$ cat src/verilog/psq_pkg.sv
// Constants shared by the PHY sleep and quality configuration register block
package psq_pkg;

  localparam int unsigned CLK_HZ          = 10_000_000;
  localparam int unsigned CYC_PER_US      = CLK_HZ / 1_000_000;

  // Management frame layout
  localparam logic [5:0]  PREAMBLE_LEN    = 6'h20;
  localparam logic [5:0]  HDR_BITS        = 6'h0d;
  localparam logic [5:0]  DATA_BITS       = 6'h10;
  localparam logic [1:0]  OP_READ         = 2'h2;
  localparam logic [1:0]  OP_WRITE        = 2'h1;

  // Register offsets
  localparam logic [4:0]  REG_POWER_WAKE  = 5'h12;
  localparam logic [4:0]  REG_ADDR_QUAL   = 5'h13;

  // power_wake_config fields
  localparam int          PW_MASTER       = 15;
  localparam int          PW_LOC_FWD      = 14;
  localparam int          PW_REM_REACT    = 11;
  localparam int          PW_LOC_REACT    = 10;
  localparam int          PW_MII_MODE_LO  = 8;
  localparam int          PW_MII_DRV      = 7;
  localparam int          PW_SLEEP_CONF   = 6;
  localparam int          PW_LPC_WUR_DIS  = 5;
  localparam int          PW_SLEEP_ACK    = 4;
  localparam int          PW_REM_FWD      = 2;
  localparam int          PW_AUTO_PWD     = 1;
  localparam int          PW_AUTO_SLEEP   = 0;
  localparam logic [15:0] PW_RESET        = 16'h4c05;
  localparam logic [15:0] PW_WR_MASK      = 16'hcff7;

  // address_quality_config fields (station address sits above these)
  localparam int          AQ_AVG_LO       = 9;
  localparam int          AQ_WARN_LO      = 6;
  localparam int          AQ_FAIL_LO      = 3;
  localparam int          AQ_JUMBO        = 2;
  localparam int          AQ_SLEEP_TO_LO  = 0;
  localparam logic [10:0] AQ_RESET        = 11'h245;
  localparam logic [8:0]  AVG_BASE_SYMS   = 9'h020;
  localparam logic [14:0] PKT_MAX_SMALL   = 15'h1000;
  localparam logic [14:0] PKT_MAX_JUMBO   = 15'h4000;

  // Sleep acknowledge timeouts and wake detection activation time
  localparam int          TMR_W           = 17;
  localparam int unsigned ACK_TO0_US      = 200;
  localparam int unsigned ACK_TO1_US      = 500;
  localparam int unsigned ACK_TO2_US      = 2000;
  localparam int unsigned ACK_TO3_US      = 8000;
  localparam int unsigned ACK_TO0_CYC     = ACK_TO0_US * CYC_PER_US;
  localparam int unsigned ACK_TO1_CYC     = ACK_TO1_US * CYC_PER_US;
  localparam int unsigned ACK_TO2_CYC     = ACK_TO2_US * CYC_PER_US;
  localparam int unsigned ACK_TO3_CYC     = ACK_TO3_US * CYC_PER_US;
  localparam int unsigned WAKE_DET_US     = 50;
  localparam int unsigned WAKE_DET_CYC    = WAKE_DET_US * CYC_PER_US;

  typedef enum logic [2:0] {
    PSQ_PRE,
    PSQ_HDR,
    PSQ_TA,
    PSQ_DATA
  } psq_state_e;

endpackage

$ cat src/verilog/psq_sync2.sv
// Two-stage synchroniser for pin inputs
`timescale 1ns/1ps
`default_nettype none
module psq_sync2 #(
  parameter int W = 1
) (
  input  wire logic         mclk_i,
  input  wire logic [W-1:0] async_i,
  output logic      [W-1:0] sync_o
);

  logic [W-1:0] meta_q;
  logic [W-1:0] sync_q;

  always_ff @(posedge mclk_i)
  begin
    meta_q <= async_i;
    sync_q <= meta_q;
  end

  assign sync_o = sync_q;

endmodule
`default_nettype wire

$ cat src/verilog/psq_timer.sv
// Loadable down counter with one-cycle expiry pulse
`timescale 1ns/1ps
`default_nettype none
module psq_timer
  import psq_pkg::*;
(
  input  wire logic             mclk_i,
  input  wire logic             sys_rst_i,
  input  wire logic             start_i,
  input  wire logic             run_i,
  input  wire logic [TMR_W-1:0] load_i,
  output logic                  done_o,
  output logic                  busy_o
);

  logic [TMR_W-1:0] cnt_q;
  logic [TMR_W-1:0] cnt_d;
  logic             done_q;
  logic             done_d;

  always_comb
  begin
    cnt_d  = cnt_q;
    done_d = 1'b0;
    if (start_i)
    begin
      cnt_d = load_i;
    end
    else if (!run_i)
    begin
      // Dropping run cancels a count in progress
      cnt_d = '0;
    end
    else if (cnt_q != '0)
    begin
      cnt_d  = cnt_q - 1'b1;
      done_d = (cnt_q == TMR_W'(1));
    end
  end

  always_ff @(posedge mclk_i)
  begin
    if (sys_rst_i)
    begin
      cnt_q  <= '0;
      done_q <= 1'b0;
    end
    else
    begin
      cnt_q  <= cnt_d;
      done_q <= done_d;
    end
  end

  assign done_o = done_q;
  assign busy_o = (cnt_q != '0);

endmodule
`default_nettype wire

$ cat src/verilog/psq_config_regs.sv
// Sleep, wake and signal quality configuration registers behind the management port
`timescale 1ns/1ps
`default_nettype none
// Summary of operation
// - With sleep acknowledge off the ack timer stays idle and traffic returns sleep request to normal.
// - With sleep acknowledge on the ack timer runs and traffic never returns sleep request to normal.
// - Bit 2 of power_wake_config decides whether a detected remote wake-up is forwarded.
// - Bit 0 of power_wake_config, reset 1, enables moving to sleep request on a low-power code.
// - Local wake-ups are ignored during the activation time after local wake react is set.
// - Bits 15:11 of address_quality_config read the station address 00, two strap bits, 0.
// - Bits 10:9 pick 32, 64, 128 or 256 symbols of quality averaging, default 64.
// - Bits 8:6 hold the warning threshold, 000 none and 001 to 111 classes A to G, default 001.
// - Bits 5:3 hold the fail threshold, 000 none and default, 001 to 111 classes A to G.
// - Bit 2 of address_quality_config allows 16 kB packets when 1, default, else 4 kB.
// - A quality warning event latches when quality drops below the warning class with link up.
module psq_config_regs
  import psq_pkg::*;
#(
  parameter int unsigned ACK_CYC_0    = ACK_TO0_CYC,
  parameter int unsigned ACK_CYC_1    = ACK_TO1_CYC,
  parameter int unsigned ACK_CYC_2    = ACK_TO2_CYC,
  parameter int unsigned ACK_CYC_3    = ACK_TO3_CYC,
  parameter int unsigned WAKE_DET_CNT = WAKE_DET_CYC
) (
  input  wire logic        mclk_i,
  input  wire logic        sys_rst_i,
  input  wire logic        mdc_i,
  input  wire logic        mdio_i,
  output logic             mdio_o,
  output logic             mdio_oe_o,
  input  wire logic        strap_master_i,
  input  wire logic [1:0]  strap_mii_mode_i,
  input  wire logic [1:0]  strap_addr_i,
  input  wire logic        local_wake_pin_i,
  input  wire logic        remote_wake_det_i,
  input  wire logic        low_power_sleep_code_group_i,
  input  wire logic        data_traffic_i,
  input  wire logic        in_normal_i,
  input  wire logic        in_sleep_req_i,
  input  wire logic [2:0]  signal_quality_indicator_i,
  input  wire logic        link_up_i,
  input  wire logic        quality_warn_clr_i,
  output logic [4:0]       station_address_o,
  output logic             master_o,
  output logic [1:0]       mii_mode_o,
  output logic             mii_drv_reduced_o,
  output logic             sleep_confirm_o,
  output logic             lpc_wur_dis_o,
  output logic             auto_pwd_en_o,
  output logic             sleep_ack_en_o,
  output logic             remote_wake_forward_en_o,
  output logic             local_wake_forward_en_o,
  output logic             remote_wake_react_en_o,
  output logic             local_wake_react_en_o,
  output logic             auto_sleep_on_lowpower_code_o,
  output logic [1:0]       sleep_req_timeout_sel_o,
  output logic             goto_sleep_req_o,
  output logic             goto_normal_o,
  output logic             ack_timeout_o,
  output logic             remote_wake_fwd_o,
  output logic             local_wake_o,
  output logic [8:0]       quality_average_len_o,
  output logic [2:0]       quality_warn_threshold_o,
  output logic [2:0]       quality_fail_threshold_o,
  output logic             quality_warn_event_o,
  output logic             quality_fail_o,
  output logic             jumbo_en_o,
  output logic [14:0]      max_packet_bytes_o
);

  function automatic logic [8:0] avg_symbols(input logic [1:0] sel);
    avg_symbols = AVG_BASE_SYMS << sel;
  endfunction

  function automatic logic below_class(input logic [2:0] sqv, input logic [2:0] thr);
    // Class 000 means no threshold, so nothing ever falls below it
    below_class = (thr != 3'h0) && (sqv < thr);
  endfunction

  function automatic logic [TMR_W-1:0] ack_cycles(input logic [1:0] sel);
    unique case (sel)
      2'h0:    ack_cycles = TMR_W'(ACK_CYC_0);
      2'h1:    ack_cycles = TMR_W'(ACK_CYC_1);
      2'h2:    ack_cycles = TMR_W'(ACK_CYC_2);
      2'h3:    ack_cycles = TMR_W'(ACK_CYC_3);
    endcase
  endfunction

  // Pin synchronisation
  logic [7:0]  pins_s;
  logic        mdc_s;
  logic        mdio_s;
  logic        lw_s;

  psq_sync2 #(
    .W (8)
  ) u_sync (
    .mclk_i  (mclk_i),
    .async_i ({strap_addr_i, strap_mii_mode_i, strap_master_i, local_wake_pin_i, mdio_i, mdc_i}),
    .sync_o  (pins_s)
  );

  assign mdc_s  = pins_s[0];
  assign mdio_s = pins_s[1];
  assign lw_s   = pins_s[2];

  // Serial engine and register state
  psq_state_e  st_q;
  psq_state_e  st_d;
  logic [5:0]  cnt_q;
  logic [5:0]  cnt_d;
  logic [15:0] sh_q;
  logic [15:0] sh_d;
  logic        rd_q;
  logic        rd_d;
  logic        sel_q;
  logic        sel_d;
  logic        oe_q;
  logic        oe_d;
  logic        mo_q;
  logic        mo_d;
  logic        mdc_prev_q;
  logic [15:0] cfg1_q;
  logic [15:0] cfg1_d;
  logic [10:0] cfg2_q;
  logic [10:0] cfg2_d;
  logic [4:0]  station_q;
  logic [15:0] cfg1_rst;
  logic        mdc_rise;
  logic [12:0] hdr;
  logic [15:0] wdata;
  logic [15:0] rval;
  logic        hit;

  assign mdc_rise = mdc_s & ~mdc_prev_q;
  assign hdr      = {sh_q[11:0], mdio_s};
  assign wdata    = {sh_q[14:0], mdio_s};

  always_comb
  begin
    cfg1_rst                                 = PW_RESET;
    cfg1_rst[PW_MASTER]                      = pins_s[3];
    cfg1_rst[PW_MII_MODE_LO+1:PW_MII_MODE_LO] = pins_s[5:4];
  end

  // Header: start bit, opcode, address, register
  assign hit = hdr[12] && (hdr[9:5] == station_q)
               && ((hdr[11:10] == OP_READ) || (hdr[11:10] == OP_WRITE))
               && ((hdr[4:0] == REG_POWER_WAKE) || (hdr[4:0] == REG_ADDR_QUAL));

  assign rval = sel_q ? {station_q, cfg2_q} : cfg1_q;

  always_comb
  begin
    st_d   = st_q;
    cnt_d  = cnt_q;
    sh_d   = sh_q;
    rd_d   = rd_q;
    sel_d  = sel_q;
    oe_d   = oe_q;
    mo_d   = mo_q;
    cfg1_d = cfg1_q;
    cfg2_d = cfg2_q;
    if (mdc_rise)
    begin
      unique case (st_q)
        PSQ_PRE:
        begin
          if (mdio_s)
          begin
            if (cnt_q < PREAMBLE_LEN)
              cnt_d = cnt_q + 6'h01;
          end
          else if (cnt_q == PREAMBLE_LEN)
          begin
            st_d  = PSQ_HDR;
            cnt_d = 6'h00;
          end
          else
          begin
            cnt_d = 6'h00;
          end
        end
        PSQ_HDR:
        begin
          sh_d  = {sh_q[14:0], mdio_s};
          cnt_d = cnt_q + 6'h01;
          if (cnt_q == HDR_BITS - 6'h01)
          begin
            cnt_d = 6'h00;
            rd_d  = (hdr[11:10] == OP_READ);
            sel_d = (hdr[4:0] == REG_ADDR_QUAL);
            // Frames for other addresses are left to whoever owns them
            st_d  = hit ? PSQ_TA : PSQ_PRE;
          end
        end
        PSQ_TA:
        begin
          cnt_d = cnt_q + 6'h01;
          if (cnt_q == 6'h00)
          begin
            oe_d = rd_q;
            mo_d = 1'b0;
          end
          else
          begin
            st_d  = PSQ_DATA;
            cnt_d = 6'h00;
            mo_d  = rval[15];
            sh_d  = {rval[14:0], 1'b0};
          end
        end
        PSQ_DATA:
        begin
          cnt_d = cnt_q + 6'h01;
          if (rd_q)
          begin
            mo_d = sh_q[15];
            sh_d = {sh_q[14:0], 1'b0};
          end
          else
          begin
            sh_d = wdata;
          end
          if (cnt_q == DATA_BITS - 6'h01)
          begin
            st_d  = PSQ_PRE;
            cnt_d = 6'h00;
            oe_d  = 1'b0;
            mo_d  = 1'b0;
            if (!rd_q && !sel_q)
              cfg1_d = (cfg1_q & ~PW_WR_MASK) | (wdata & PW_WR_MASK);
            if (!rd_q && sel_q)
              cfg2_d = wdata[10:0];
          end
        end
        default:
        begin
          st_d  = PSQ_PRE;
          cnt_d = 6'h00;
          oe_d  = 1'b0;
        end
      endcase
    end
  end

  always_ff @(posedge mclk_i)
  begin
    if (sys_rst_i)
    begin
      st_q       <= PSQ_PRE;
      cnt_q      <= 6'h00;
      sh_q       <= 16'h0000;
      rd_q       <= 1'b0;
      sel_q      <= 1'b0;
      oe_q       <= 1'b0;
      mo_q       <= 1'b0;
      mdc_prev_q <= 1'b0;
      // Straps are caught while reset is held and frozen after release
      cfg1_q     <= cfg1_rst;
      cfg2_q     <= AQ_RESET;
      station_q  <= {2'b00, pins_s[7:6], 1'b0};
    end
    else
    begin
      st_q       <= st_d;
      cnt_q      <= cnt_d;
      sh_q       <= sh_d;
      rd_q       <= rd_d;
      sel_q      <= sel_d;
      oe_q       <= oe_d;
      mo_q       <= mo_d;
      mdc_prev_q <= mdc_s;
      cfg1_q     <= cfg1_d;
      cfg2_q     <= cfg2_d;
    end
  end

  assign mdio_o    = mo_q;
  assign mdio_oe_o = oe_q;

  // Configuration decode
  logic ack_en;
  logic react_loc;

  assign ack_en    = cfg1_q[PW_SLEEP_ACK];
  assign react_loc = cfg1_q[PW_LOC_REACT];

  assign station_address_o             = station_q;
  assign master_o                      = cfg1_q[PW_MASTER];
  assign mii_mode_o                    = cfg1_q[PW_MII_MODE_LO+1:PW_MII_MODE_LO];
  assign mii_drv_reduced_o             = cfg1_q[PW_MII_DRV];
  assign sleep_confirm_o               = cfg1_q[PW_SLEEP_CONF];
  assign lpc_wur_dis_o                 = cfg1_q[PW_LPC_WUR_DIS];
  assign auto_pwd_en_o                 = cfg1_q[PW_AUTO_PWD];
  assign sleep_ack_en_o                = ack_en;
  assign remote_wake_forward_en_o      = cfg1_q[PW_REM_FWD];
  assign local_wake_forward_en_o       = cfg1_q[PW_LOC_FWD];
  assign remote_wake_react_en_o        = cfg1_q[PW_REM_REACT];
  assign local_wake_react_en_o         = react_loc;
  assign auto_sleep_on_lowpower_code_o = cfg1_q[PW_AUTO_SLEEP];
  assign sleep_req_timeout_sel_o       = cfg2_q[AQ_SLEEP_TO_LO+1:AQ_SLEEP_TO_LO];
  assign quality_average_len_o         = avg_symbols(cfg2_q[AQ_AVG_LO+1:AQ_AVG_LO]);
  assign quality_warn_threshold_o      = cfg2_q[AQ_WARN_LO+2:AQ_WARN_LO];
  assign quality_fail_threshold_o      = cfg2_q[AQ_FAIL_LO+2:AQ_FAIL_LO];
  assign jumbo_en_o                    = cfg2_q[AQ_JUMBO];
  assign max_packet_bytes_o = cfg2_q[AQ_JUMBO] ? PKT_MAX_JUMBO : PKT_MAX_SMALL;

  // Timers
  logic sleep_prev_q;
  logic react_prev_q;
  logic wake_busy;

  psq_timer u_ack_tmr (
    .mclk_i    (mclk_i),
    .sys_rst_i (sys_rst_i),
    .start_i   (ack_en & in_sleep_req_i & ~sleep_prev_q),
    .run_i     (ack_en & in_sleep_req_i),
    .load_i    (ack_cycles(sleep_req_timeout_sel_o)),
    .done_o    (ack_timeout_o),
    .busy_o    ()
  );

  psq_timer u_wake_tmr (
    .mclk_i    (mclk_i),
    .sys_rst_i (sys_rst_i),
    .start_i   (react_loc & ~react_prev_q),
    .run_i     (react_loc),
    .load_i    (TMR_W'(WAKE_DET_CNT)),
    .done_o    (),
    .busy_o    (wake_busy)
  );

  // Event outputs
  logic lw_prev_q;
  logic goto_sleep_q;
  logic goto_sleep_d;
  logic goto_norm_q;
  logic goto_norm_d;
  logic rem_fwd_q;
  logic rem_fwd_d;
  logic loc_wake_q;
  logic loc_wake_d;
  logic warn_q;
  logic warn_d;
  logic fail_q;
  logic fail_d;

  always_comb
  begin
    goto_sleep_d = in_normal_i & low_power_sleep_code_group_i & cfg1_q[PW_AUTO_SLEEP];
    goto_norm_d  = in_sleep_req_i & data_traffic_i & ~ack_en;
    rem_fwd_d    = remote_wake_det_i & cfg1_q[PW_REM_FWD];
    // Until the detector has settled an edge may be noise, so it is dropped
    loc_wake_d   = lw_s & ~lw_prev_q & react_loc & ~wake_busy;
    // Set wins over a simultaneous clear
    warn_d       = (link_up_i & below_class(signal_quality_indicator_i,
                                            quality_warn_threshold_o))
                   | (warn_q & ~quality_warn_clr_i);
    fail_d       = link_up_i & below_class(signal_quality_indicator_i,
                                           quality_fail_threshold_o);
  end

  always_ff @(posedge mclk_i)
  begin
    if (sys_rst_i)
    begin
      sleep_prev_q <= 1'b0;
      react_prev_q <= 1'b0;
      lw_prev_q    <= 1'b0;
      goto_sleep_q <= 1'b0;
      goto_norm_q  <= 1'b0;
      rem_fwd_q    <= 1'b0;
      loc_wake_q   <= 1'b0;
      warn_q       <= 1'b0;
      fail_q       <= 1'b0;
    end
    else
    begin
      sleep_prev_q <= in_sleep_req_i;
      react_prev_q <= react_loc;
      lw_prev_q    <= lw_s;
      goto_sleep_q <= goto_sleep_d;
      goto_norm_q  <= goto_norm_d;
      rem_fwd_q    <= rem_fwd_d;
      loc_wake_q   <= loc_wake_d;
      warn_q       <= warn_d;
      fail_q       <= fail_d;
    end
  end

  assign goto_sleep_req_o     = goto_sleep_q;
  assign goto_normal_o        = goto_norm_q;
  assign remote_wake_fwd_o    = rem_fwd_q;
  assign local_wake_o         = loc_wake_q;
  assign quality_warn_event_o = warn_q;
  assign quality_fail_o       = fail_q;

endmodule
`default_nettype wire

$ cat config.mk
export PLATFORM = sky130hd
export DESIGN_NAME = psq_config_regs
export DESIGN_NICKNAME = d
export VERILOG_FILES = /design/src/verilog/psq_pkg.sv /design/src/verilog/psq_sync2.sv /design/src/verilog/psq_timer.sv /design/src/verilog/psq_config_regs.sv
export SDC_FILE = /design/constraint.sdc
export NUM_CORES = 1
export LEC_CHECK = 0
export BUFFER_PORTS_ARGS = -buffer_cell sky130_fd_sc_hd__clkbuf_2
export CORE_MARGIN = 2
export CORE_UTILIZATION = 44
export CTS_CLUSTER_DIAMETER = 150
export DETAILED_ROUTE_END_ITERATION = 8
export PLACE_DENSITY = 0.68
export SLEW_MARGIN = 0
export SYNTH_ARGS = -nofsm -noshare
export SYNTH_HDL_FRONTEND = slang
export SYNTH_SLANG_ARGS = --single-unit
$ cat constraint.sdc
create_clock -name mclk_i -period 2.5 [get_ports mclk_i]
set_clock_uncertainty 0.2 [all_clocks]
set_input_delay 0.125 -clock mclk_i [delete_from_list [all_inputs] [get_ports mclk_i]]
set_output_delay 0.125 -clock mclk_i [all_outputs]
set_load 0.02 [all_outputs]
==> flow_summary.toml, run 1 <==
[setup_path]
start_kind = "register"
cp_data_required_time_ps = 2640
critPathArrivalTime_ps = 2490
cp_max_fo = 5
crit_type = "reg2reg"
critPathCaptureType = "register"

[timing]
hold_viol = 0
report.final.slew_viol_count = 0
fin_crit_sh = 0.939
tightest_slew_ps = 536
finalSetupTns_ps = 0
timing.fmax_mhz = 426
grt_setup_unrepaired = "no"
slew_headroom = 0.643
finalSetupViolations = 0
post-route-min-period_ps = 2350
setup_ws_ps = 152

[clock_tree]
root_buffer = "clkbuf_16"
clock_latency_ps = 400
cts_buffer_depth = 2
cts_tree = "yes"
post_cts_resized = 0
htreeDepth = 4
path_clk_slew_ps = 50
cts-buffers-inserted = 17
cts.sinks = 115

[synth]
ys_types = 65
synth.most_common_cell = "dfxtp_1"
synth_top_flop_cell = "dfxtp_1"
yosysTopAreaCell = "dfxtp_1"
synthCells = 582
synthDominantCellAreaShare = 0.414
async_flop_share = 0
ys_seq_area_frac = 0.443
synth-edff-count = 5
synth_common_cells = "dfxtp_1 (110), nand2_1 (60), nor2_1 (54), a21oi_1 (33), buf_4 (32)"
netlist_area_um2 = 5320
synth.avg_cell_area_um2 = 9.13
yosys-top-cells-area = "dfxtp_1 (41%), buf_4 (4.5%), mux2i_1 (4.3%)"
yosys_warnings = 0
synth_seq_cells = 115

[floorplanning]
die_h_um = 114
io_pins = 80
coreArea_um2 = 11900
initial_core_util = 0.446
core.rowCount = 40
die-area_um2 = 13000
die_w_um = 114

[drt]
vias_per_cell = 5.29
routedWlPerCell_um = 14.4
drc = 0
detail-route-antenna-nets = 0
first_pass_iters = 4
drtIter0Drc = 303
routed_wl_um = 11800
vias = 4329

[power_and_ir_drop]
powerDensity_nw_per_um2 = 689
vdd_ir_drop_max_uv = 775
leakagePower_nw = 2.47

[global_route]
grt_first_pass_wirelength_um = 20200
grt_max_degree = 56
gr-total-overflow = 0
antenna_found_initial = 0
grt_pass1_vias = 4197
grt_use_total = 0.195

[placement]
place_ws_ps = 202
port_buffers = 58
gp_congestion = 0.904
dp_hpwl_um = 8010

[worst_hold_path]
hp-class = "in2reg"

[job]
cap_violations = 0

[final_layout]
drive_above_1_share = 0.179
diodes = 0
nNetsFinal = 688
seq_area_um2 = 2350
area_delta_synth_final_pct = 21.0
multiInputGateArea_um2 = 2650
num-fill-cells = 1055

[run_status]
run_status = "finished, final reports clean"
report_power, final:
part | total, mW | leakage [nW] | switching (mW) | internal, mW
registers | 1.93 | 0.947 | 0.0345 | 1.89
logic | 0.276 | 1.26 | 0.160 | 0.116
clock network | 2.23 | 0.262 | 0.789 | 1.44
routing by layer:
layer	routed length, µm	GRT usage
met5	0	0
met3	487	0.0515
met1	5200	0.236
met4	99	0.0724
met2	6020	0.333
what timing repair did:
item | 4_1_cts | 5_1_grt
hold buffers | 19 | 0
hold endpoints to repair | 14 | 0
buffers inserted | 0 | 0
flip-flops by register name, indices dropped and copies added (netlist names), 2 cells and up:
name               flops
u_ack_tmr.cnt_q       17
u_wake_tmr.cnt_q      17
sh_q                  16
cfg1_q                13
cfg2_q                11
u_sync.meta_q          8
u_sync.sync_o          8
cnt_q                  6
st_q                   2
station_address_o      2
area by class of cell:
type | instances | share of cell area
clock buffer | 19 | 0.0673
clock inverter | 13 | 0.0183
inverter | 16 | 0.00933
multi-input combinational | 415 | 0.412
sequential | 115 | 0.366
tap | 147 | 0.0286
timing repair buffer | 93 | 0.0992
cells in the final DEF, fill, tap and decap left out, drive strengths merged, types with 3 or more instances in the layout:
| cell | Yosys | routed |
|---|---|---|
| o211ai | 14 | 14 |
| a211oi | 5 | 5 |
| nor3 | 14 | 14 |
| nand4 | 5 | 5 |
| nor4b | 4 | 4 |
| a311oi | 7 | 7 |
| nor3b | 4 | 4 |
| and3 | 3 | 3 |
| and3b | 4 | 4 |
| o21ai | 13 | 13 |
| clkinv | 0 | 8 |
| conb | 1 | 21 |
| mux2i | 23 | 23 |
| nor4 | 11 | 11 |
| clkinvlp | 0 | 3 |
| dfxtp | 110 | 110 |
| inv | 16 | 16 |
| or3 | 5 | 5 |
| nor2 | 54 | 54 |
| a21oi | 33 | 33 |
| dlygate4sd3 | 0 | 19 |
| edfxtp | 5 | 5 |
| buf | 38 | 16 |
| nand3b | 5 | 5 |
| clkbuf | 18 | 77 |
| a31oi | 3 | 3 |
| nand2 | 60 | 60 |
| nand2b | 12 | 12 |
| or4 | 6 | 6 |
| ha | 10 | 10 |
| nor2b | 19 | 19 |
| a211o | 9 | 9 |
| xnor2 | 16 | 16 |
| nand3 | 12 | 12 |
| xor2 | 11 | 11 |
| o21a | 3 | 3 |
final timing paths:
| check | start | endpoint | slack, ps | cells past startpoint |
|---|---|---|---|---|
| max reg2reg | cfg2_q[5]$_SDFFE_PP0P_ | quality_fail_o$_SDFF_PP0_ | 150 | 6 |
| min reg2reg | u_sync.meta_q[1]$_DFF_P_ | u_sync.sync_o[1]$_DFF_P_ | 120 | 0 |
| max | cfg2_q[5]$_SDFFE_PP0P_ | quality_fail_o$_SDFF_PP0_ | 150 | 6 |
| min | sys_rst_i | sh_q[0]$_SDFFE_PP0P_ | 30 | 2 |
kinds of logic after synthesis:
family / count (synthesis) / synth area share
AND/OR/NAND/NOR: 228 / 0.232
XOR/XNOR: 27 / 0.0445
other: 1 / 0.000706
buffers and inverters: 72 / 0.0749
AO/OA/AOI/OAI: 105 / 0.137
multiplexers: 24 / 0.0454
flip-flops: 115 / 0.443
adder cells (fa/ha/maj): 10 / 0.0235
through the flow:
stage | std cells | util | cell area [µm²] | hold slack, ps | power, mW
2_1_floorplan | 602 | - | 5390 | -47.3 | 2.17
3_3_place_gp | 767 | 0.478 | 5690 | 28.8 | 2.21
3_5_place_dp | 767 | 0.478 | 5690 | 28.9 | 2.22
4_1_cts | 818 | 0.540 | 6430 | 30.3 | 4.48
5_1_grt | 818 | 0.540 | 6430 | 48.1 | 4.63
6_report | 818 | 0.540 | 6430 | 29.3 | 4.43
critical path: stages, from the launching register on:
cell and delay, ps:
dfxtp_1 400, inv_1 60, ha_1 180, nor3b_1 190, dlygate4sd3_1 570, o311a_1 160, dlygate4sd3_1 540
Note: power is estimated with default switching activity, not from simulation.
==> inputs of run 2 (changes only) <==
--- a/config.mk
+++ b/config.mk
@@ -8,7 +8,6 @@
 export BUFFER_PORTS_ARGS = -buffer_cell sky130_fd_sc_hd__clkbuf_2
 export CORE_MARGIN = 2
 export CORE_UTILIZATION = 44
-export CTS_CLUSTER_DIAMETER = 150
 export DETAILED_ROUTE_END_ITERATION = 8
 export PLACE_DENSITY = 0.68
 export SLEW_MARGIN = 0
==> constraint.sdc (replaced) <==
create_clock -name mclk_i -period 2.8 [get_ports mclk_i]
set_clock_uncertainty 0.2 [all_clocks]
set_input_delay 0.56 -clock mclk_i [delete_from_list [all_inputs] [get_ports mclk_i]]
set_output_delay 0.56 -clock mclk_i [all_outputs]
set_load 0.02 [all_outputs]
==> flow_summary.toml, run 2 (same netlist as run 1, synthesis figures left out) <==
[drt]
routedWlPerCell_um = 14.6
routed_wl_um = 11600
vias_per_cell = 5.43
drtIter0Drc = 267
detail-route-antenna-nets = 0
first_pass_iters = 4
vias = 4308
drc = 0

[setup_path]
crit_family = "compound AO/OA/AOI/OAI gates"
crit_type = "reg2reg"
start_kind = "register"
crit_top_cell = "o21a_1"
path_buf_inv = 1
cp_data_required_time_ps = 2900
cp_max_fo = 21
slowest_stage = "or4b_2"
critPathArrivalTime_ps = 2650
cpPeakStageDelay_ps = 620
critPathCaptureType = "register"
crit_chain = "inv_1 -> ha_1 -> or4b_2 -> o21a_1 -> o21a_1 -> a311oi_1"

[clock_tree]
path_clk_slew_ps = 50
cts_tree = "yes"
cts.sinks = 115
clock_latency_ps = 410
post_cts_resized = 0
cts_setup_buffers = 0
htreeDepth = 4
root_buffer = "clkbuf_16"
cts_buffer_depth = 2
postCtsHoldBufs = 0
cts-buffers-inserted = 17

[final_layout]
fin_util = 0.522
nNetsFinal = 663
area_delta_synth_final_pct = 16.9
diodes = 0
drive_above_1_share = 0.183
final_common_cell = "dfxtp_1"
reg.largest.list = "u_ack_tmr.cnt_q: 17 flops, u_wake_tmr.cnt_q: 17 flops, sh_q: 16 flops"
final-instance-count-excl-fill = 793
mostFrequentLayoutCells = "dfxtp_1 (110), nand2_1 (60), clkbuf_2 (58)"

[timing]
holdWs_ps = 50.7
slew_headroom = 0.487
grt_setup_unrepaired = "no"
finalSetupTns_ps = 0
timing.fmax_mhz = 393
tightest_slew_ps = 770
hold_viol = 0
finalSetupViolations = 0
post-route-min-period_ps = 2550
report.final.slew_viol_count = 0
fin_crit_sh = 0.909

[power_and_ir_drop]
powerDensity_nw_per_um2 = 665
vdd_ir_drop_max_uv = 442
leakagePower_nw = 2.38

[floorplanning]
coreArea_um2 = 11900
core.rowCount = 40
io_pins = 80
die-area_um2 = 13000
die_h_um = 114
initial_core_util = 0.446
die_w_um = 114

[placement]
dp.cells = 761
port_buffers = 58
dp_hpwl_um = 7850
gp_congestion = 0.853

[global_route]
grt_max_degree = 39
grt_use_total = 0.188
gr-total-overflow = 0
grt_pass1_vias = 4113
grt_first_pass_wirelength_um = 19500
antenna_found_initial = 0

[worst_hold_path]
hp-class = "in2reg"

[run_status]
run_status = "finished, final reports clean"

[job]
cap_violations = 0
## run 2: cell count changes in the layout (fill, tap and decap cells not counted)
| cell | change |
|---|---|
| dlygate4sd3_1 | -19 |
| clkinv_1 | -4 |
| buf_12 | -3 |
| buf_4 | -3 |
| clkbuf_8 | +3 |
| clkinvlp_4 | -2 |
| bufinv_16 | +1 |
| clkinv_2 | +1 |
| clkinv_4 | +1 |
## run 2: where the power goes
group | internal, mW | switching [mW]
logic | 0.0862 | 0.140
clock network | 1.46 | 0.726
registers | 1.69 | 0.0312
total | 3.24 | 0.897
## run 2: final cells by class
type / count / area (µm²)
sequential: 115 / 2350
multi-input combinational: 415 / 2650
clock inverter: 10 / 131
fill: 1084 / 5700
timing repair buffer: 68 / 365
clock buffer: 22 / 474
inverter: 16 / 60.1
tap: 147 / 184
## run 2: through the flow
| step | power, mW | cell area, µm² | worst slack [ps] |
|---|---|---|---|
| global placement | 1.97 | 5610 | 412 |
| floorplan | 1.94 | 5390 | 571 |
| finish | 4.14 | 6220 | 254 |
| CTS | 4.17 | 6220 | 273 |
| global route | 4.29 | 6220 | 115 |
| detailed placement | 1.98 | 5610 | 283 |
## run 2: final timing paths
kind,startpoint,endpoint,slack (ps),cells after the start
worst max-delay path,cnt_q[0]$_SDFFE_PP0P_,sh_q[13]$_SDFFE_PP0P_,250,6
worst min-delay path,strap_master_i,u_sync.meta_q[3]$_DFF_P_,50,1
worst max register to register,cnt_q[0]$_SDFFE_PP0P_,sh_q[13]$_SDFFE_PP0P_,250,6
worst min register to register,u_sync.meta_q[6]$_DFF_P_,u_sync.sync_o[6]$_DFF_P_,120,0
## run 2: layer usage
metal | GRT usage | routed length (µm)
met1 | 0.231 | 5330
met2 | 0.306 | 5480
met3 | 0.0574 | 571
met4 | 0.0821 | 206
met5 | 0 | 0
